`config.mk`:
```
export PLATFORM = sky130hd
export DESIGN_NAME = supply_reset_watchdog_supervisor
export DESIGN_NICKNAME = d
export VERILOG_FILES = /design/src/rtl/supervisor_pkg.sv /design/src/rtl/supply_reset_watchdog_supervisor.sv
export SDC_FILE = /design/constraint.sdc
export NUM_CORES = 1
export LEC_CHECK = 0
export BUFFER_PORTS_ARGS = -buffer_cell sky130_fd_sc_hd__buf_2
export CORE_AREA = 2 2 118 234
export DETAILED_ROUTE_END_ITERATION = 16
export DIE_AREA = 0 0 120 236
export GPL_TIMING_DRIVEN = 0
export SLEW_MARGIN = 25
export SYNTH_ARGS = -nofsm -noshare
export SYNTH_HDL_FRONTEND = slang
export SYNTH_SLANG_ARGS = --single-unit
```
`constraint.sdc`:
```
create_clock -name clk -period 4.5 [get_ports clk]
set_input_delay 0.225 -clock clk [delete_from_list [all_inputs] [get_ports clk]]
set_output_delay 0.225 -clock clk [all_outputs]
set_load 0.01 [all_outputs]
```
`src/rtl/supervisor_pkg.sv`:
```
// shared constants, types and timing for the supply, reset and watchdog supervisor
`default_nettype none
package supervisor_pkg;
    // clock and counter sizing
    localparam int unsigned CLK_PERIOD_NS = 8;
    localparam int unsigned CNT_W = 24;

    // whole cycles for a time given in microseconds, rounded up
    function automatic int unsigned us_cyc(input int unsigned us);
        return (us * 1000 + CLK_PERIOD_NS - 1) / CLK_PERIOD_NS;
    endfunction

    // supervisory times in microseconds
    localparam int unsigned RESET_4_US = 4000;
    localparam int unsigned RESET_8_US = 8000;
    localparam int unsigned RESET_16_US = 16000;
    localparam int unsigned RESET_32_US = 32000;
    localparam int unsigned TMP_SD_US = 128000;
    localparam int unsigned WD_CLOSED_BASE_US = 10000;
    localparam int unsigned WD_SERVICE_BASE_US = 10000;
    localparam int unsigned TX_TIMEOUT_US = 6000;
    localparam int unsigned WAKE_US = 150;
    localparam int unsigned REG_RESTART_US = 1000;
    localparam int unsigned UV_GLITCH_US = 10;

    // the same times as clock cycles
    localparam int unsigned RESET_4_CYC = us_cyc(RESET_4_US);
    localparam int unsigned RESET_8_CYC = us_cyc(RESET_8_US);
    localparam int unsigned RESET_16_CYC = us_cyc(RESET_16_US);
    localparam int unsigned RESET_32_CYC = us_cyc(RESET_32_US);
    localparam int unsigned TMP_SD_CYC = us_cyc(TMP_SD_US);
    localparam int unsigned WD_CLOSED_BASE_CYC = us_cyc(WD_CLOSED_BASE_US);
    localparam int unsigned WD_SERVICE_BASE_CYC = us_cyc(WD_SERVICE_BASE_US);
    localparam int unsigned TX_TIMEOUT_CYC = us_cyc(TX_TIMEOUT_US);
    localparam int unsigned WAKE_CYC = us_cyc(WAKE_US);
    localparam int unsigned REG_RESTART_CYC = us_cyc(REG_RESTART_US);
    localparam logic [23:0] UV_GLITCH_CYC = 24'(us_cyc(UV_GLITCH_US));

    // register map (byte addresses)
    localparam int unsigned ADDR_W = 12;
    localparam logic [11:0] CTRL_OFFS = 12'h000;
    localparam logic [11:0] STATUS_OFFS = 12'h004;
    localparam logic [31:0] CTRL_RST = 32'h0000_0000;

    // control register fields
    localparam int unsigned CTRL_WD_TRIG_BIT = 0;
    localparam int unsigned CTRL_ATTEN_BIT = 1;
    localparam int unsigned CTRL_TLIM_DIS_BIT = 2;
    localparam int unsigned CTRL_TMP_SD_BIT = 3;

    // status register fields
    localparam int unsigned ST_MODE_LSB = 0;
    localparam int unsigned ST_OT_WARN_BIT = 4;
    localparam int unsigned ST_RWAKE_BIT = 5;
    localparam int unsigned ST_TXTO_BIT = 6;
    localparam int unsigned ST_RESET_BIT = 7;
    localparam int unsigned ST_VCC_GOOD_BIT = 8;
    localparam int unsigned ST_WD_FAULT_BIT = 9;

    // operating modes
    typedef enum logic [2:0] {
        MODE_OFF = 3'h0,
        MODE_NORMAL = 3'h1,
        MODE_STANDBY = 3'h2,
        MODE_TMP_SD = 3'h3,
        MODE_THERMAL = 3'h4
    } mode_e;

    // window watchdog phases
    typedef enum logic [1:0] {
        WD_IDLE = 2'h0,
        WD_CLOSED = 2'h1,
        WD_SERVICE = 2'h2
    } wd_phase_e;

    // factory one-time programmable settings
    typedef struct packed {
        logic [1:0] reset_sel;
        logic [1:0] uv_thr_sel;
        logic wd_en;
        logic [1:0] wd_closed_sel;
        logic [1:0] wd_service_sel;
    } otp_cfg_s;
endpackage
`default_nettype wire

```
`src/rtl/supply_reset_watchdog_supervisor.sv`:
```
// supply sequencing, reset stretch, window watchdog and link guards of the power die
//
// Local design decisions: register access over APB and the register offsets.
`default_nettype none
module supply_reset_watchdog_supervisor
    import supervisor_pkg::*;
#(
    parameter int unsigned RES_4_CYC = RESET_4_CYC,
    parameter int unsigned RES_8_CYC = RESET_8_CYC,
    parameter int unsigned RES_16_CYC = RESET_16_CYC,
    parameter int unsigned RES_32_CYC = RESET_32_CYC,
    parameter int unsigned TMP_CYC = TMP_SD_CYC,
    parameter int unsigned WDC_BASE_CYC = WD_CLOSED_BASE_CYC,
    parameter int unsigned WDS_BASE_CYC = WD_SERVICE_BASE_CYC,
    parameter int unsigned TXTO_CYC = TX_TIMEOUT_CYC,
    parameter int unsigned WAKE_T_CYC = WAKE_CYC,
    parameter int unsigned RESTART_CYC = REG_RESTART_CYC
) (
    // clock and reset
    input wire logic clk,
    input wire logic rstn,
    // apb slave
    input wire logic [ADDR_W-1:0] paddr,
    input wire logic psel,
    input wire logic penable,
    input wire logic pwrite,
    input wire logic [31:0] pwdata,
    output logic [31:0] prdata,
    output logic pready,
    output logic pslverr,
    // analog indications and factory settings
    input wire logic battery_supply_good_n,
    input wire logic vcc_below_assert,
    input wire logic vcc_above_release,
    input wire logic temp_shutdown_ind,
    input wire logic temp_warning_ind,
    input wire logic temp_recovery_ind,
    input wire otp_cfg_s otp_cfg,
    // controller and bus pins
    input wire logic enable_in,
    input wire logic measurement_enable_input,
    input wire logic tx_in,
    input wire logic bus_wake_dominant,
    input wire logic reset_pin_in,
    // controls to the analog blocks and pins
    output logic regulator_en,
    output logic transceiver_en,
    output logic bus_tx_dominant,
    output logic atten_en,
    output logic [1:0] uv_threshold_sel,
    output logic reset_pin_out,
    output logic reset_pin_oe_n,
    output logic interrupt_pin_n
);
    logic [5:0] sync1_q; // first synchroniser stage, read only by the second
    logic [5:0] sync2_q; // synchronised indications
    logic batt_good, vcc_below, vcc_above, temp_sd, temp_warn, temp_rec;
    mode_e mode_q; // operating mode
    otp_cfg_s otp_q; // settings frozen while the device runs
    logic [31:0] ctrl_q; // control register
    logic wd_trig_q; // one-cycle trigger event
    logic vcc_good_q; // regulated-supply-good
    logic [CNT_W-1:0] glitch_cnt_q; // time spent below the assert threshold
    logic [CNT_W-1:0] restart_cnt_q; // regulator off time after vcc failure
    logic [CNT_W-1:0] stretch_cnt_q; // remaining reset stretch
    logic [CNT_W-1:0] tmp_cnt_q; // temporary shutdown timer
    wd_phase_e wd_phase_q; // watchdog phase
    logic [CNT_W-1:0] wd_cnt_q; // time within the watchdog phase
    logic wd_fault_q; // one-cycle watchdog failure
    logic wd_flag_q; // sticky watchdog failure flag
    logic [CNT_W-1:0] tx_cnt_q; // dominant transmit time
    logic tx_to_q; // transmit timeout latched until tx released
    logic [CNT_W-1:0] wake_cnt_q; // dominant bus time in standby
    logic rwake_q; // remote wake flag
    logic ot_warn_q; // over-temperature warning flag
    logic [31:0] prdata_q;
    logic pready_q, pslverr_q;
    logic reg_en_q, xcvr_q, bus_dom_q, atten_q, rst_oe_n_q, int_n_q, en_prev_q;
    logic vcc_fall, tsd_hit, wake_hit, reset_active, wd_run, setup, wr_acc;
    logic [CNT_W-1:0] closed_len, service_len;

    // decode of a register offset, shared by read and write paths
    function automatic logic addr_is(input logic [ADDR_W-1:0] a, input logic [ADDR_W-1:0] o);
        return a == o;
    endfunction

    // window length: base doubled per setting step
    function automatic logic [CNT_W-1:0] wd_len(input logic [1:0] sel, input int unsigned base);
        return CNT_W'(base) << sel;
    endfunction

    // stretch length from the factory setting; unprogrammed gives the default
    function automatic logic [CNT_W-1:0] stretch_len(input logic [1:0] sel);
        case (sel)
            2'h1: return CNT_W'(RES_4_CYC);
            2'h2: return CNT_W'(RES_16_CYC);
            2'h3: return CNT_W'(RES_32_CYC);
            default: return CNT_W'(RES_8_CYC);
        endcase
    endfunction

    // analog indications are asynchronous; two flops before any use
    always_ff @(posedge clk or negedge rstn) begin
        if (!rstn) begin
            sync1_q <= 6'h00;
            sync2_q <= 6'h00;
        end else begin
            sync1_q <= {battery_supply_good_n, vcc_below_assert, vcc_above_release,
                        temp_shutdown_ind, temp_warning_ind, temp_recovery_ind};
            sync2_q <= sync1_q;
        end
    end

    assign batt_good = sync2_q[5];
    assign vcc_below = sync2_q[4];
    assign vcc_above = sync2_q[3];
    assign temp_sd = sync2_q[2];
    assign temp_warn = sync2_q[1];
    assign temp_rec = sync2_q[0];
    assign tsd_hit = temp_sd && !ctrl_q[CTRL_TLIM_DIS_BIT];
    assign wake_hit = (mode_q == MODE_STANDBY) && bus_wake_dominant
                      && (wake_cnt_q == CNT_W'(WAKE_T_CYC - 1));
    assign vcc_fall = vcc_good_q && !vcc_above && (glitch_cnt_q == UV_GLITCH_CYC - 24'h1);
    assign reset_active = !vcc_good_q || (stretch_cnt_q != 24'h0);
    assign wd_run = otp_q.wd_en && (mode_q == MODE_NORMAL) && !reset_active;
    assign closed_len = wd_len(otp_q.wd_closed_sel, WDC_BASE_CYC);
    assign service_len = wd_len(otp_q.wd_service_sel, WDS_BASE_CYC);
    assign setup = psel && !penable;
    assign wr_acc = psel && penable && pwrite && pready_q && !pslverr_q;

    // mode sequencer; battery under-voltage outranks everything
    always_ff @(posedge clk or negedge rstn) begin
        if (!rstn) begin
            mode_q <= MODE_OFF;
        end else if (!batt_good) begin
            mode_q <= MODE_OFF;
        end else begin
            case (mode_q)
                MODE_OFF: mode_q <= MODE_NORMAL;
                MODE_NORMAL: begin
                    if (tsd_hit) begin
                        mode_q <= MODE_THERMAL;
                    end else if (ctrl_q[CTRL_TMP_SD_BIT]) begin
                        mode_q <= MODE_TMP_SD;
                    end else if (!enable_in && en_prev_q) begin
                        mode_q <= MODE_STANDBY; // falling enable only, so a wake sticks
                    end
                end
                MODE_STANDBY: begin
                    if (tsd_hit) begin
                        mode_q <= MODE_THERMAL;
                    end else if (ctrl_q[CTRL_TMP_SD_BIT]) begin
                        mode_q <= MODE_TMP_SD;
                    end else if (wake_hit || enable_in) begin
                        mode_q <= MODE_NORMAL;
                    end
                end
                MODE_TMP_SD: begin
                    if (tmp_cnt_q == 24'h0) begin
                        mode_q <= MODE_NORMAL;
                    end
                end
                MODE_THERMAL: begin
                    if (temp_rec) begin
                        mode_q <= MODE_NORMAL;
                    end
                end
                default: mode_q <= MODE_OFF;
            endcase
        end
    end

    // temporary shutdown timer, reloaded whenever the mode is left
    always_ff @(posedge clk or negedge rstn) begin
        if (!rstn) begin
            tmp_cnt_q <= 24'h0;
        end else if (mode_q != MODE_TMP_SD) begin
            tmp_cnt_q <= CNT_W'(TMP_CYC - 1);
        end else if (tmp_cnt_q != 24'h0) begin
            tmp_cnt_q <= tmp_cnt_q - 24'h1;
        end
    end

    // factory settings follow the fuses only while powered off, then stay frozen
    always_ff @(posedge clk or negedge rstn) begin
        if (!rstn) begin
            otp_q <= '0;
        end else if (mode_q == MODE_OFF) begin
            otp_q <= otp_cfg;
        end
    end

    // regulated-supply-good with glitch rejection; a short dip never reaches reset
    always_ff @(posedge clk or negedge rstn) begin
        if (!rstn) begin
            vcc_good_q <= 1'b0;
            glitch_cnt_q <= 24'h0;
        end else if (mode_q == MODE_OFF) begin
            vcc_good_q <= 1'b0;
            glitch_cnt_q <= 24'h0;
        end else if (vcc_good_q) begin
            if (vcc_fall) begin
                vcc_good_q <= 1'b0;
                glitch_cnt_q <= 24'h0;
            end else if (vcc_above) begin
                glitch_cnt_q <= 24'h0;
            end else if (vcc_below || glitch_cnt_q != 24'h0) begin
                glitch_cnt_q <= glitch_cnt_q + 24'h1;
            end
        end else if (vcc_above) begin
            vcc_good_q <= 1'b1;
        end
    end

    // regulator: off in shutdowns and for a restart pause after a vcc failure
    always_ff @(posedge clk or negedge rstn) begin
        if (!rstn) begin
            restart_cnt_q <= 24'h0;
            reg_en_q <= 1'b0;
        end else begin
            if (mode_q == MODE_OFF) begin
                restart_cnt_q <= 24'h0;
            end else if (vcc_fall) begin
                restart_cnt_q <= CNT_W'(RESTART_CYC);
            end else if (restart_cnt_q != 24'h0) begin
                restart_cnt_q <= restart_cnt_q - 24'h1;
            end
            reg_en_q <= (mode_q == MODE_NORMAL || mode_q == MODE_STANDBY)
                        && restart_cnt_q == 24'h0 && !vcc_fall;
        end
    end

    // reset stretch; shutdowns act here only by pulling vcc down
    always_ff @(posedge clk or negedge rstn) begin
        if (!rstn) begin
            stretch_cnt_q <= 24'h0;
        end else if (!vcc_good_q || wd_fault_q) begin
            stretch_cnt_q <= stretch_len(otp_q.reset_sel);
        end else if (stretch_cnt_q != 24'h0) begin
            stretch_cnt_q <= stretch_cnt_q - 24'h1;
        end
    end

    // open-drain reset pin: low drive only; released while the whole die is off
    always_ff @(posedge clk or negedge rstn) begin
        if (!rstn) begin
            rst_oe_n_q <= 1'b1;
        end else begin
            rst_oe_n_q <= !(reset_active && mode_q != MODE_OFF);
        end
    end

    // window watchdog: early or missing trigger both end in a reset
    always_ff @(posedge clk or negedge rstn) begin
        if (!rstn) begin
            wd_phase_q <= WD_IDLE;
            wd_cnt_q <= 24'h0;
            wd_fault_q <= 1'b0;
        end else begin
            wd_fault_q <= 1'b0;
            if (!wd_run || wd_fault_q) begin
                wd_phase_q <= WD_IDLE;
                wd_cnt_q <= 24'h0;
            end else begin
                case (wd_phase_q)
                    WD_IDLE: begin
                        wd_phase_q <= WD_CLOSED;
                        wd_cnt_q <= 24'h0;
                    end
                    WD_CLOSED: begin
                        if (wd_trig_q) begin
                            wd_fault_q <= 1'b1;
                        end else if (wd_cnt_q == closed_len - 24'h1) begin
                            wd_phase_q <= WD_SERVICE;
                            wd_cnt_q <= 24'h0;
                        end else begin
                            wd_cnt_q <= wd_cnt_q + 24'h1;
                        end
                    end
                    WD_SERVICE: begin
                        if (wd_trig_q) begin
                            wd_phase_q <= WD_CLOSED;
                            wd_cnt_q <= 24'h0;
                        end else if (wd_cnt_q == service_len - 24'h1) begin
                            wd_fault_q <= 1'b1;
                        end else begin
                            wd_cnt_q <= wd_cnt_q + 24'h1;
                        end
                    end
                    default: wd_phase_q <= WD_IDLE;
                endcase
            end
        end
    end

    // transmit guard: a stuck dominant tx is cut off until tx goes recessive
    always_ff @(posedge clk or negedge rstn) begin
        if (!rstn) begin
            tx_cnt_q <= 24'h0;
            tx_to_q <= 1'b0;
            bus_dom_q <= 1'b0;
        end else begin
            if (mode_q != MODE_NORMAL || tx_in) begin
                tx_cnt_q <= 24'h0;
                tx_to_q <= 1'b0;
            end else if (!tx_to_q) begin
                if (tx_cnt_q == CNT_W'(TXTO_CYC - 1)) begin
                    tx_to_q <= 1'b1;
                end
                tx_cnt_q <= tx_cnt_q + 24'h1;
            end
            bus_dom_q <= (mode_q == MODE_NORMAL) && !tx_in && !tx_to_q;
        end
    end

    // standby wake detection on the low-power receiver
    always_ff @(posedge clk or negedge rstn) begin
        if (!rstn) begin
            wake_cnt_q <= 24'h0;
        end else if (mode_q != MODE_STANDBY || !bus_wake_dominant || wake_hit) begin
            wake_cnt_q <= 24'h0;
        end else begin
            wake_cnt_q <= wake_cnt_q + 24'h1;
        end
    end

    // sticky flags; a hardware set in the clearing cycle wins
    always_ff @(posedge clk or negedge rstn) begin
        if (!rstn) begin
            rwake_q <= 1'b0;
            wd_flag_q <= 1'b0;
            ot_warn_q <= 1'b0;
        end else begin
            if (wake_hit) begin
                rwake_q <= 1'b1;
            end else if (wr_acc && addr_is(paddr, STATUS_OFFS) && pwdata[ST_RWAKE_BIT]) begin
                rwake_q <= 1'b0;
            end
            if (wd_fault_q) begin
                wd_flag_q <= 1'b1;
            end else if (wr_acc && addr_is(paddr, STATUS_OFFS) && pwdata[ST_WD_FAULT_BIT]) begin
                wd_flag_q <= 1'b0;
            end
            if (temp_warn) begin
                ot_warn_q <= 1'b1;
            end else if (temp_rec) begin
                ot_warn_q <= 1'b0;
            end
        end
    end

    // control register; trigger self-clears, shutdown request ends on entry
    always_ff @(posedge clk or negedge rstn) begin
        if (!rstn) begin
            ctrl_q <= CTRL_RST;
            wd_trig_q <= 1'b0;
        end else begin
            wd_trig_q <= wr_acc && addr_is(paddr, CTRL_OFFS) && pwdata[CTRL_WD_TRIG_BIT];
            if (wr_acc && addr_is(paddr, CTRL_OFFS)) begin
                ctrl_q <= pwdata & 32'h0000_000e;
            end else if (mode_q == MODE_TMP_SD || mode_q == MODE_OFF) begin
                ctrl_q[CTRL_TMP_SD_BIT] <= 1'b0;
            end
        end
    end

    // pin-side controls, all registered
    always_ff @(posedge clk or negedge rstn) begin
        if (!rstn) begin
            xcvr_q <= 1'b0;
            atten_q <= 1'b0;
            int_n_q <= 1'b1;
            en_prev_q <= 1'b1;
        end else begin
            en_prev_q <= enable_in;
            xcvr_q <= (mode_q == MODE_NORMAL);
            atten_q <= ctrl_q[CTRL_ATTEN_BIT] && ((mode_q == MODE_NORMAL)
                       || (mode_q == MODE_STANDBY && measurement_enable_input));
            int_n_q <= !rwake_q;
        end
    end

    // apb slave: read data and answer prepared in setup, zero wait states
    always_ff @(posedge clk or negedge rstn) begin
        if (!rstn) begin
            prdata_q <= 32'h0;
            pready_q <= 1'b0;
            pslverr_q <= 1'b0;
        end else begin
            pready_q <= setup;
            pslverr_q <= setup && !addr_is(paddr, CTRL_OFFS) && !addr_is(paddr, STATUS_OFFS);
            if (setup && addr_is(paddr, CTRL_OFFS)) begin
                prdata_q <= ctrl_q;
            end else if (setup && addr_is(paddr, STATUS_OFFS)) begin
                prdata_q <= {22'h0, wd_flag_q, vcc_good_q, reset_active, tx_to_q,
                             rwake_q, ot_warn_q, 1'b0, mode_q};
            end else if (setup) begin
                prdata_q <= 32'h0;
            end
        end
    end

    assign prdata = prdata_q;
    assign pready = pready_q;
    assign pslverr = pslverr_q;
    assign regulator_en = reg_en_q;
    assign transceiver_en = xcvr_q;
    assign bus_tx_dominant = bus_dom_q;
    assign atten_en = atten_q;
    assign uv_threshold_sel = otp_q.uv_thr_sel;
    assign reset_pin_out = 1'b0;
    assign reset_pin_oe_n = rst_oe_n_q;
    assign interrupt_pin_n = int_n_q;
endmodule // supply_reset_watchdog_supervisor
`default_nettype wire

```
**Word level (Yosys, flattened, before mapping)**

Index checks and enable logic that the tools add are counted.

- Bits in writable memories: 0
- Bits in latches: 0
- Output and inout bits: 43
- ROM bits: 0
- Memories kept: 0
- Logic and storage cells: 214
- Register bits after elaboration: 245
- Input port bits: 69

- $add $sub $neg: 9
- Reductions and logical operators: 81
- Eq/ne operators: 27
- Div/mod/pow operators: 0
- Multiplexer cells: 60
- Multipliers: 0
- Shift-type cells: 2
- Bitwise operators: 0
- Order comparisons: 0

Operator list:

| operator | count |
|---|---|
| $mux W24 | 20 |
| $sub A24 B1 Y24 const B | 5 |
| $add A24 B1 Y24 const B | 4 |
| $mux W32 | 3 |
| $reduce_bool A24 Y1 | 4 |
| $pmux W24 S3 | 1 |
| $pmux W22 S3 | 1 |
| $eq A24 B24 Y1 | 2 |
| $logic_not A24 Y1 | 2 |
| $shl A21 B2 Y24 const A | 2 |
| $logic_and A1 B1 Y1 | 29 |
| $mux W3 | 9 |
| $eq A24 B11 Y1 const B | 1 |
| $eq A24 B15 Y1 const B | 1 |
| $eq A24 B20 Y1 const B | 1 |
| $mux W1 | 19 |
| $logic_not A1 Y1 | 16 |
| $ne A3 B3 Y1 const B | 5 |
| $pmux W3 S5 | 1 |
| $reduce_bool A2 Y1 | 7 |
| $eq A12 B3 Y1 const B | 1 |
| $logic_not A12 Y1 | 1 |
| $logic_or A1 B1 Y1 | 11 |
| $ne A5 B5 Y1 const B | 2 |
| 19 further kinds | 31 |

**Longest topological paths before layout**

Gate-level depths: netlist (run 1).

- Word-level depth: 9
- Mapped depth: 12
- Gate-level depth less buffers: 9

**Worst setup path before layout (run 1)**

No wires, ideal clock.

- Path type: flip-flop to flip-flop
- From: reg stretch_cnt_q[0]
- To: reg wd_cnt_q[7]
- Period minus slack after synthesis: 3.176 ns
- Stages on the path, launching flop included: 13
- Setup slack: 1.324 ns
- Data required time: 4.431 ns
- Buffers on the path: 3
- Library setup time: 0.069 ns
- Arrival time: 3.107 ns
- Path through: dfrtp_1 inv_1 ha_1 or4b_4 or4_1 clkbuf_1 or3_4 a311o_1 nor3_4 buf_6 buf_6 nand3b_1 nand3_1

- Longest elaborated chain between the ends: 8

RTL lines:

| what | line | source |
|---|---|---|
| start: declaration | supply_reset_watchdog_supervisor.sv:65 | `logic [CNT_W-1:0] stretch_cnt_q;` |
| start signal: assignment | supply_reset_watchdog_supervisor.sv:238 | `stretch_cnt_q <= stretch_len(otp_q.reset_sel);` |
| start signal: assignment | supply_reset_watchdog_supervisor.sv:240 | `stretch_cnt_q <= stretch_cnt_q - 24'h1;` |
| $reduce_bool A24 Y1 * | supply_reset_watchdog_supervisor.sv:124 | `assign reset_active = !vcc_good_q \|\| (stretch_cnt_q != 24'h0);` |
| $logic_or A1 B1 Y1 * | supply_reset_watchdog_supervisor.sv:124 |  |
| $logic_not A1 Y1 * | supply_reset_watchdog_supervisor.sv:125 | `assign wd_run = otp_q.wd_en && (mode_q == MODE_NORMAL) && !reset_active;` |
| $logic_and A1 B1 Y1 * | supply_reset_watchdog_supervisor.sv:125 |  |
| $logic_not A1 Y1 * | supply_reset_watchdog_supervisor.sv:261 | `if (!wd_run \|\| wd_fault_q) begin` |
| $logic_or A1 B1 Y1 * | supply_reset_watchdog_supervisor.sv:261 |  |
| $ne A4 B4 Y1 (no line), or another cell as far along | n/a |  |
| $reduce_and A3 Y1 (no line) | n/a |  |
| end signal: assignment | supply_reset_watchdog_supervisor.sv:277 | `wd_cnt_q <= wd_cnt_q + 24'h1;` |
| end signal: assignment | supply_reset_watchdog_supervisor.sv:287 | `wd_cnt_q <= wd_cnt_q + 24'h1;` |
| end: declaration | supply_reset_watchdog_supervisor.sv:68 | `logic [CNT_W-1:0] wd_cnt_q;` |

Every way passes the cells marked *; elsewhere a longest branch is shown, timed or not.
A chain may end at the register's enable or synchronous reset.

**Worst setup path after layout (run 1)**

Ends and elaborated chain as after synthesis.

==> impl_metrics.csv, run 1 <==
group,metric,value,unit
timing,finClkSkew,0.0100,ns
pwr,p_int,0.00386,W
global_routing,antenna_found_initial,2,
clocking,cts_buffer_depth,3,
drt,vias,9382,
pwr,pwr-share-clk,0.399,
pwr,power_density,397,nW/um^2
floorplanning,die_x,120,um
final_layout,fin_cells,1757,
global_routing,overflow,0,
critical_path,critPathCaptureType,"flip-flop",
floorplanning,coreArea,26700,um^2
final_layout,fin_area,13700,um^2
final_layout,fill_cells,2483,
critical_path,worst-path-max-fanout,10,
critical_path,worstSetupStartpointType,"flip-flop",
yosys,synthFlopType,"dfrtp_1",
timing,hold_viol,0,
final_layout,fin_nets,1494,
floorplanning,row_count,85,
floorplanning,chipHeight,236,um
clocking,cts-htree-levels,1,
pwr,p_sw,0.00158,W
global_routing,grt_first_pass_wirelength,45300,um
critical_path,arrival,4.03,ns
yosys,async_flop_share,1.00,
timing,max_freq,0.281,GHz
yosys,synth_common_cells,"220 x dfrtp_1, 150 x nand2_1, 150 x nor2_1, 63 x o21ai_0, 60 x xor2_1",
drt,postRouteAntennaNets,0,
drt,first_pass_iters,5,
place,gp_congestion,0.849,
clocking,cts_buffers,24,
place,portBuffers,60,
pwr,p_comb_frac,0.177,
global_routing,grt_max_degree,95,
pwr,p_leak,6.00,nW
critical_path,cp.required,4.97,ns
pwr,sw_frac_of_total,0.291,
yosys,ys_ff_latch,223,
clocking,cts_setup_buffers,0,
critical_path,cpPeakStageDelay,0.54,ns
yosys,yosysMostFrequentCell,"dfrtp_1",
critical_path,cp_slowest_cell,"or4_1",
outcome,outcome,"complete, no violations",
pwr,sequentialPowerShare,0.424,
timing,setup_tns,0,ns
clocking,clock-sinks,223,
pwr,total_power,0.00544,W
critical_path,path_cells,"inv_1 -> ha_1 -> or4b_4 -> or4_1 -> clkbuf_1 -> or3_4 -> a311o_1 -> nor3_4 -> buf_6 -> buf_6 -> nand3b_1 -> nand3_1",
final_layout,drive_gt1_frac,0.107,
timing,rsz0062_at_grt,"false",
global_routing,track_usage,0.192,
final_layout,syn_to_final_growth,17.0,%
yosys,netlist-cell-type-count,65,
critical_path,crit_buf_inv,4,
drt,drt_iter0_markers,677,
yosys,ys_warn_count,0,
timing,finalMaxSlewViolations,0,
yosys,synth_edf_count,0,
critical_path,cp_top_family,"simple AND/OR/NAND/NOR gates",
floorplanning,dieArea,28300,um^2
clocking,cts_hold_buffers,22,
yosys,syn-cell-area,11700,um^2
global_routing,grt_pass1_vias,9080,
timing,min_period,3.56,ns
critical_path,critPathKind,"reg -> reg",
clocking,cts-root-buf,"clkbuf_16",
drt,wl_per_cell,15.4,um
timing,fin_crit_sh,0.791,
yosys,avgSynthCellArea,9.30,um^2
floorplanning,start_util,0.439,
job,maxCapViolCount,0,
clocking,path_clk_slew,0.06,ns
clocking,cts_tree,"done",
yosys,syn_inst,1259,
place,placed_cells,1691,
clocking,clkLatencyLatePin,0.53,ns
yosys,yosys.area.top_type,"dfrtp_1",
timing,setup_viol,0,
critical_path,cp_common_cell,"buf_6",
clocking,post_cts_resize_count,0,
timing,worst_pin_slew,1.02,ns
yosys,synth_area_leaders,"dfrtp_1 47%, nand2_1 4.8%, nor2_1 4.8%, xor2_1 4.5%, xnor2_1 4.2%",
drt,vias_per_cell,5.34,
place,placed_area,12600,um^2
drt,routed_wirelength,27000,um
min_path,min_path_type,"in -> reg",
yosys,synth_top_area_share,0.470,
timing,slew_headroom,0.317,
floorplanning,io_pins,112,
yosys,yosysSeqAreaShare,0.477,
place,hpwl,18900,um
drt,drc,0,
pwr,ir_drop,317,uV
-- sequential cells by signal, indices dropped and copies added, names as in the netlist, 2 cells and up --
register	cells
sync2_q	6
restart_cnt_q	24
mode_q	3
stretch_cnt_q	24
tmp_cnt_q	24
sync1_q	6
ctrl_q	3
glitch_cnt_q	24
otp_q	7
wd_cnt_q	24
wake_cnt_q	24
wd_phase_q	2
prdata	10
tx_cnt_q	24
uv_threshold_sel	2
-- layer usage --
| metal | global-route usage | part of all wire | up-vias |
|---|---|---|---|
| met2 | 0.304 | 0.47 | 188 |
| met4 | 0.0538 | 0.017 | 0 |
| met5 | 0 | 0 | - |
| met3 | 0.0251 | 0.044 | 32 |
| met1 | 0.275 | 0.47 | 4560 |
| li1 | - | - | 4602 |
-- per-stage QoR --
stage | worst slack, ns | hold WS, ns | util
finish | 0.942 | 0.0181 | 0.513
global route | 0.692 | 0.0182 | 0.513
CTS | 0.931 | 0.00430 | 0.513
detailed placement | 0.943 | 0.143 | 0.472
global placement | -0.677 | 0.333 | 0.469
floorplan | 1.32 | -0.0706 | -
-- placed cells by master (no fill, tap or decap), types with 25 or more instances in the layout --
cell type / count
dfrtp_1: 220
nand3_1: 52
ha_1: 34
o21ai_0: 63
nor2_1: 150
nor4_1: 31
xnor2_1: 56
and3_1: 38
clkbuf_1: 43
buf_4: 25
xor2_1: 60
nand2_1: 150
nor3_1: 48
a21oi_1: 31
buf_2: 59
inv_1: 36
clkbuf_16: 25
nand4_1: 28
-- power by group through the flow --
stage	registers, W	clock network (W)	logic [W]
4_1_cts	0.00230	0.00224	0.000966
3_3_place_gp	0.00233	0	0.000914
2_1_floorplan	0.00230	0	0.000669
5_1_grt	0.00232	0.00230	0.00109
6_report	0.00231	0.00217	0.000961
3_5_place_dp	0.00234	0	0.000946
-- tightest hold or removal path, stage by stage --
cell and delay (ns):
buf_2 0.10, nand3_1 0.07, a21o_1 0.11
-- worst paths after layout --
path,start,end,slack (ns),cells past startpoint
min in group asynchronous,rstn,restart_cnt_q[0],0.18,2
min reg2reg,sync1_q[1],sync2_q[1],0.35,0
max,stretch_cnt_q[0],wd_cnt_q[7],0.94,12
max reg2reg,stretch_cnt_q[0],wd_cnt_q[7],0.94,12
max in group asynchronous,rstn,tx_cnt_q[10],3.52,3
min,pwdata[5],rwake_q,0.02,3
-- final cells by class --
type                       count  area, um^2  share of cell area
antenna                        1        2.50            0.000183
buffer                        70         379              0.0277
clock buffer                  28         647              0.0472
clock inverter                15         221              0.0162
inverter                      36         135             0.00987
multi-input combinational    952        5710               0.417
sequential                   223        5580               0.408
tap                          348         435              0.0318
timing repair buffer          84         586              0.0428
-- cells by family after synthesis --
kind of cell | count (synthesis) | share of synthesized area
and+or+nand+nor | 602 | 0.256
muxes | 12 | 0.0107
DFF | 223 | 0.477
xor gates and xnor gates | 116 | 0.0868
adders and majority gates | 34 | 0.0363
buffers and inverters | 106 | 0.0439
AOI/OAI and AO/OA | 165 | 0.0892
other | 1 | 0.000320
(Power assumes the default switching activity.)
==> inputs of run 2 (changes only) <==
- clock period: 4.5 -> 3.3 ns (I/O delays scaled with it)
==> run 2 against run 1 <==
Count of clock-buffer cells in the layout unchanged. Cell area grew 0.68%. Utilization up 0.35 points. Clock power up 36%. Clock skew is 0.0021 ns higher. First-iteration DRC count is 0.44% lower. Flip-flop and latch count is the same. Combinational power increased by 42%. Worst setup slack worse by 0.80 ns. Hold slack better by 0.10 ns. Die area stayed put. Total power increased by 37%.
==> impl_metrics.csv, run 2 (synthesis results as in run 1) <==
group,metric,value,unit
drt,postRouteAntennaNets,0,
clocking,clkLatencyLatePin,0.53,ns
global_routing,antenna_found_initial,2,
critical_path,cp_slowest_cell,"or4_4",
outcome,outcome,"complete, no violations",
pwr,ir_drop,432,uV
clocking,clock-sinks,223,
critical_path,ff2ff_path_depth,9,
timing,hold_slack,0.119,ns
critical_path,arrival,3.62,ns
floorplanning,start_util,0.439,
timing,setup_ws,0.142,ns
clocking,cts_buffers,24,
drt,vias,9440,
global_routing,grt_pass1_vias,9125,
pwr,power_density,541,nW/um^2
critical_path,worst-path-max-fanout,3,
clocking,path_clk_slew,0.07,ns
critical_path,reg2reg_to,"wd_cnt_q[6]",
place,placed_area,12600,um^2
critical_path,regToRegStartpoint,"stretch_cnt_q[0]",
drt,first_pass_iters,5,
critical_path,cp.required,3.76,ns
drt,vias_per_cell,5.35,
drt,wl_met3,1220,um
critical_path,critPathCaptureType,"flip-flop",
drt,wl_per_cell,15.3,um
min_path,min_path_type,"in -> async",
final_layout,drive_gt1_frac,0.115,
drt,drc,0,
pwr,pwr-share-clk,0.397,
pwr,p_comb_frac,0.183,
floorplanning,row_count,85,
floorplanning,io_pins,112,
pwr,sw_frac_of_total,0.291,
final_layout,layout_commonest_cell,"dfrtp_1",
final_layout,fin_nets,1503,
timing,min_period,3.16,ns
place,hpwl,18900,um
timing,slew_headroom,0.313,
timing,setup_viol,0,
place,portBuffers,60,
clocking,cts_tree,"done",
global_routing,grt_first_pass_wirelength,45500,um
floorplanning,die_x,120,um
clocking,cts_buffer_depth,3,
timing,worst_pin_slew,1.02,ns
drt,dr_wl_met2,12700,um
timing,setup_tns,0,ns
timing,finClkSkew,0.0121,ns
global_routing,track_usage,0.192,
final_layout,fin_area,13800,um^2
drt,routed_wirelength,27100,um
drt,highest_layer,"met4",
drt,drt_iter0_markers,674,
timing,fin_crit_sh,0.957,
critical_path,path_cells,"inv_1 -> ha_2 -> or4b_4 -> or4_4 -> or3_4 -> a311o_1 -> buf_4 -> or4_1 -> o21ai_1",
pwr,p_int,0.00529,W
pwr,p_sw,0.00217,W
critical_path,cpPeakStageDelay,0.51,ns
critical_path,critPathKind,"reg -> reg",
clocking,cts-htree-levels,1,
drt,wl_met1,12700,um
final_layout,syn_to_final_growth,17.8,%
timing,hold_viol,0,
global_routing,grt_max_degree,95,
floorplanning,chipHeight,236,um
critical_path,worstSetupStartpointType,"flip-flop",
pwr,sequentialPowerShare,0.421,
place,post-place-ws,-0.257,ns
critical_path,r2r_slack,0.14,ns
final_layout,layout_common_cells,"220 x dfrtp_1, 150 x nand2_1, 150 x nor2_1",
pwr,p_leak,6.05,nW
floorplanning,dieArea,28300,um^2
clocking,cts-root-buf,"clkbuf_16",
floorplanning,coreArea,26700,um^2
job,maxCapViolCount,0,
timing,finalMaxSlewViolations,0,
place,gp_congestion,0.849,
global_routing,overflow,0,
timing,max_freq,0.317,GHz
-- run 2: changes by cell type in the layout (fill, tap and decap cells not counted), sizes merged --
cell / previous run / this run
buf: 91 / 99
dlygate4sd3: 22 / 24
clkbuf: 69 / 68
-- run 2: what timing repair did --
| item | in CTS | in global routing |
|---|---|---|
| gates cloned | 0 | 0 |
| buffers inserted | 7 | 1 |
| hold buffers | 24 | 0 |
| endpoints found under the hold margin | 238 | 0 |
| resized for setup | 1 | 9 |
| pin swaps | 4 | 4 |
| endpoints found under the setup margin | 24 | 27 |
-- run 2: area by class of cell --
cell class	count	area (um^2)
inverters	36	135
clock buffers	28	647
repair buffers	94	666
fillers	2481	12900
flip-flops and latches	223	5580
clock inverters	15	221
well taps	348	435
multi-input cells	952	5720
plain buffers	69	382
diodes	1	2.50
-- run 2: power groups by stage --
stage	sequential, W	clock, W	combinational [W]
floorplan	0.00313	0	0.000912
global placement	0.00318	0	0.00125
detailed placement	0.00318	0	0.00129
CTS	0.00313	0.00305	0.00136
global route	0.00316	0.00314	0.00155
finish	0.00314	0.00296	0.00136
-- run 2: worst max path at each step --
stage	end	slack, ns	startpoint	cells after the start
after floorplan	wd_cnt_q[7]	0.12	stretch_cnt_q[0]	12
after global placement	tx_cnt_q[11]	-1.82	rstn	1
after detailed placement	wd_cnt_q[7]	-0.26	stretch_cnt_q[0]	12
after CTS	wd_cnt_q[7]	-0.007	stretch_cnt_q[0]	11
after global routing	wd_cnt_q[7]	-0.004	stretch_cnt_q[0]	11
final	wd_cnt_q[6]	0.14	stretch_cnt_q[0]	9
-- run 2: worst max-delay path, delay by kind of cell (launching register included) --
family | cells | cell delay [ns]
AOI/OAI and AO/OA | 2 | 0.47
adders and majority gates | 1 | 0.18
buffers and inverters | 2 | 0.25
DFF | 1 | 0.38
and+or+nand+nor | 4 | 1.81
-- run 2: per-layer routing --
| layer | up-vias | global-route usage |
|---|---|---|
| li1 | 4620 | - |
| met1 | 4583 | 0.275 |
| met2 | 203 | 0.306 |
| met3 | 34 | 0.0256 |
| met4 | 0 | 0.0549 |
| met5 | - | 0 |
-- run 2: metrics by stage --
stage | std cells | utilization | total power (W)
2_1_floorplan | 1281 | - | 0.00405
3_3_place_gp | 1689 | 0.469 | 0.00443
3_5_place_dp | 1691 | 0.472 | 0.00447
4_1_cts | 1764 | 0.516 | 0.00754
5_1_grt | 1766 | 0.517 | 0.00785
6_report | 1766 | 0.517 | 0.00746
==> inputs of run 3 (changes only) <==
- CORE_AREA: 2 2 118 234 -> 2 2 107 212
- DIE_AREA: 0 0 120 236 -> 0 0 109 214
- MAX_ROUTING_LAYER: default -> met4
- PLACE_DENSITY: default -> 0.74
==> run 3 against run 2 <==
Via count up 1.9%. Clock power down 6.8%. Utilization up 12 points. Largest cell class unchanged. Cell area down 0.87%. Count of clock-buffer cells in the layout down 1. Sequential share of layout area up 0.36 points. Largest power group unchanged. Total power down 2.5%. Register-to-register slack worse by 0.04 ns. Non-clock buffer count up 7. Die area down 18%. Sequential power about the same. First-iteration DRC count down 28%.
==> impl_metrics.csv, run 3 (synthesis results as in run 1) <==
group,metric,value,unit
pwr,power_density,532,nW/um^2
critical_path,cp.required,3.75,ns
clocking,cts_tree,"done",
critical_path,cpPeakStageDelay,0.52,ns
floorplanning,die_x,109,um
final_layout,layout_common_cells,"220 x dfrtp_1, 150 x nand2_1, 149 x nor2_1",
clocking,cts-root-buf,"clkbuf_16",
final_layout,fin_nets,1507,
clocking,cts_buffers,21,
drt,postRouteAntennaNets,0,
critical_path,crit_buf_inv,3,
place,portBuffers,60,
clocking,cts-htree-levels,1,
place,gp_congestion,0.916,
pwr,p_leak,6.05,nW
clocking,cts_buffer_depth,3,
drt,wl_per_cell,16.4,um
place,placed_area,12500,um^2
final_layout,fin_area,13700,um^2
global_routing,antenna_found_initial,1,
drt,drt_iter0_markers,483,
outcome,outcome,"complete, no violations",
final_layout,layout_commonest_cell,"dfrtp_1",
floorplanning,start_util,0.543,
timing,finalMaxSlewViolations,0,
drt,first_pass_iters,5,
drt,routed_wirelength,27800,um
timing,rsz0062_at_grt,"true",
drt,vias,9624,
global_routing,overflow,0,
timing,slew_headroom,0.463,
clocking,clock-sinks,223,
timing,min_period,3.20,ns
clocking,path_clk_slew,0.07,ns
critical_path,cp_top_family,"simple AND/OR/NAND/NOR gates",
critical_path,worstSetupStartpointType,"flip-flop",
global_routing,grt_first_pass_wirelength,46100,um
timing,hold_viol,0,
min_path,min_path_type,"in -> reg",
critical_path,path_cells,"inv_2 -> ha_2 -> or4b_4 -> or4_4 -> or3_4 -> a311o_2 -> nor3_4 -> buf_6 -> buf_6 -> nand3b_1 -> nand3_1",
critical_path,cp_common_cell,"buf_6",
critical_path,cp_slowest_cell,"or4_4",
global_routing,grt_max_degree,87,
job,maxCapViolCount,0,
floorplanning,row_count,76,
global_routing,grt_pass1_vias,9969,
global_routing,track_usage,0.251,
floorplanning,io_pins,112,
critical_path,worst-path-max-fanout,8,
pwr,total_power,0.00727,W
final_layout,final_core_util,0.633,
final_layout,syn_to_final_growth,16.7,%
timing,fin_crit_sh,0.969,
timing,worst_pin_slew,0.803,ns
critical_path,critPathKind,"reg -> reg",
floorplanning,chipHeight,214,um
timing,finClkSkew,0.0192,ns
drt,vias_per_cell,5.68,
final_layout,drive_gt1_frac,0.116,
clocking,clkLatencyLatePin,0.53,ns
pwr,ir_drop,416,uV
drt,drc,0,
timing,max_freq,0.313,GHz
critical_path,critPathCaptureType,"flip-flop",
floorplanning,coreArea,21600,um^2
critical_path,arrival,3.64,ns
place,hpwl,19900,um
floorplanning,dieArea,23300,um^2
timing,setup_viol,0,
==> run 3: final cells by class <==
type                       instances  area (um^2)
tap                              273          342
fill                            1860         7920
clock buffer                      27          598
multi-input combinational        952         5720
inverter                          36          135
buffer                            69          378
clock inverter                    11          189
antenna                            1         2.50
sequential                       223         5580
timing repair buffer             101          726
==> run 3: report_power, final <==
part / total, W / internal (W) / switching [W] / leakage (nW)
Sequential: 0.00313 / 0.00293 / 0.000206 / 2.93
Combinational: 0.00138 / 0.000560 / 0.000818 / 2.73
Clock: 0.00276 / 0.00168 / 0.00108 / 0.383
Total: 0.00727 / 0.00517 / 0.00211 / 6.05
==> run 3: path summary, 6_finish.rpt <==
kind / to / cells past startpoint / startpoint / slack, ns
setup / recovery: wd_cnt_q[7] / 11 / stretch_cnt_q[0] / 0.10
hold / removal: prdata[3] / 4 / paddr[4] / 0.11
setup reg to reg: wd_cnt_q[7] / 11 / stretch_cnt_q[0] / 0.10
hold reg to reg: sync2_q[2] / 0 / sync1_q[2] / 0.35
max in group asynchronous: stretch_cnt_q[2] / 3 / rstn / 2.24
min in group asynchronous: wd_cnt_q[9] / 2 / rstn / 0.25
==> run 3: per-layer routing <==
metal	wire length, um	GRT usage	part of all wire
met1	10500	0.260	0.38
met2	15400	0.463	0.55
met3	839	0.0256	0.030
met4	1100	0.113	0.040
met5	0	-	0
==> run 3: repair_timing <==
item,CTS,global route
endpoints found under the hold margin,106,0
pin swaps,5,2
endpoints found under the setup margin,24,24
buffers inserted,8,3
hold buffers,27,0
cloned,1,0
resized for setup,6,4
==> run 3: stage by stage <==
| stage | TNS, ns | instances | hold slack (ns) | setup slack [ns] |
|---|---|---|---|---|
| global route | -0.00371 | 1693 | 0.161 | -0.00355 |
| finish | 0 | 1693 | 0.114 | 0.104 |
| global placement | -390.85 | 1614 | 0.273 | -1.77 |
| CTS | -0.0126 | 1689 | 0.0780 | -0.0106 |
| floorplan | 0 | 1281 | -0.131 | 0.124 |
| detailed placement | -5.34 | 1616 | 0.222 | -0.303 |
==> run 3: worst reg2reg max path, stage by stage (launching register included) <==
cell,delay (ns)
dfrtp_1,0.40
inv_2,0.06
ha_2,0.17
or4b_4,0.46
or4_4,0.52
or3_4,0.38
a311o_2,0.37
nor3_4,0.28
buf_6,0.19
buf_6,0.13
nand3b_1,0.07
nand3_1,0.09
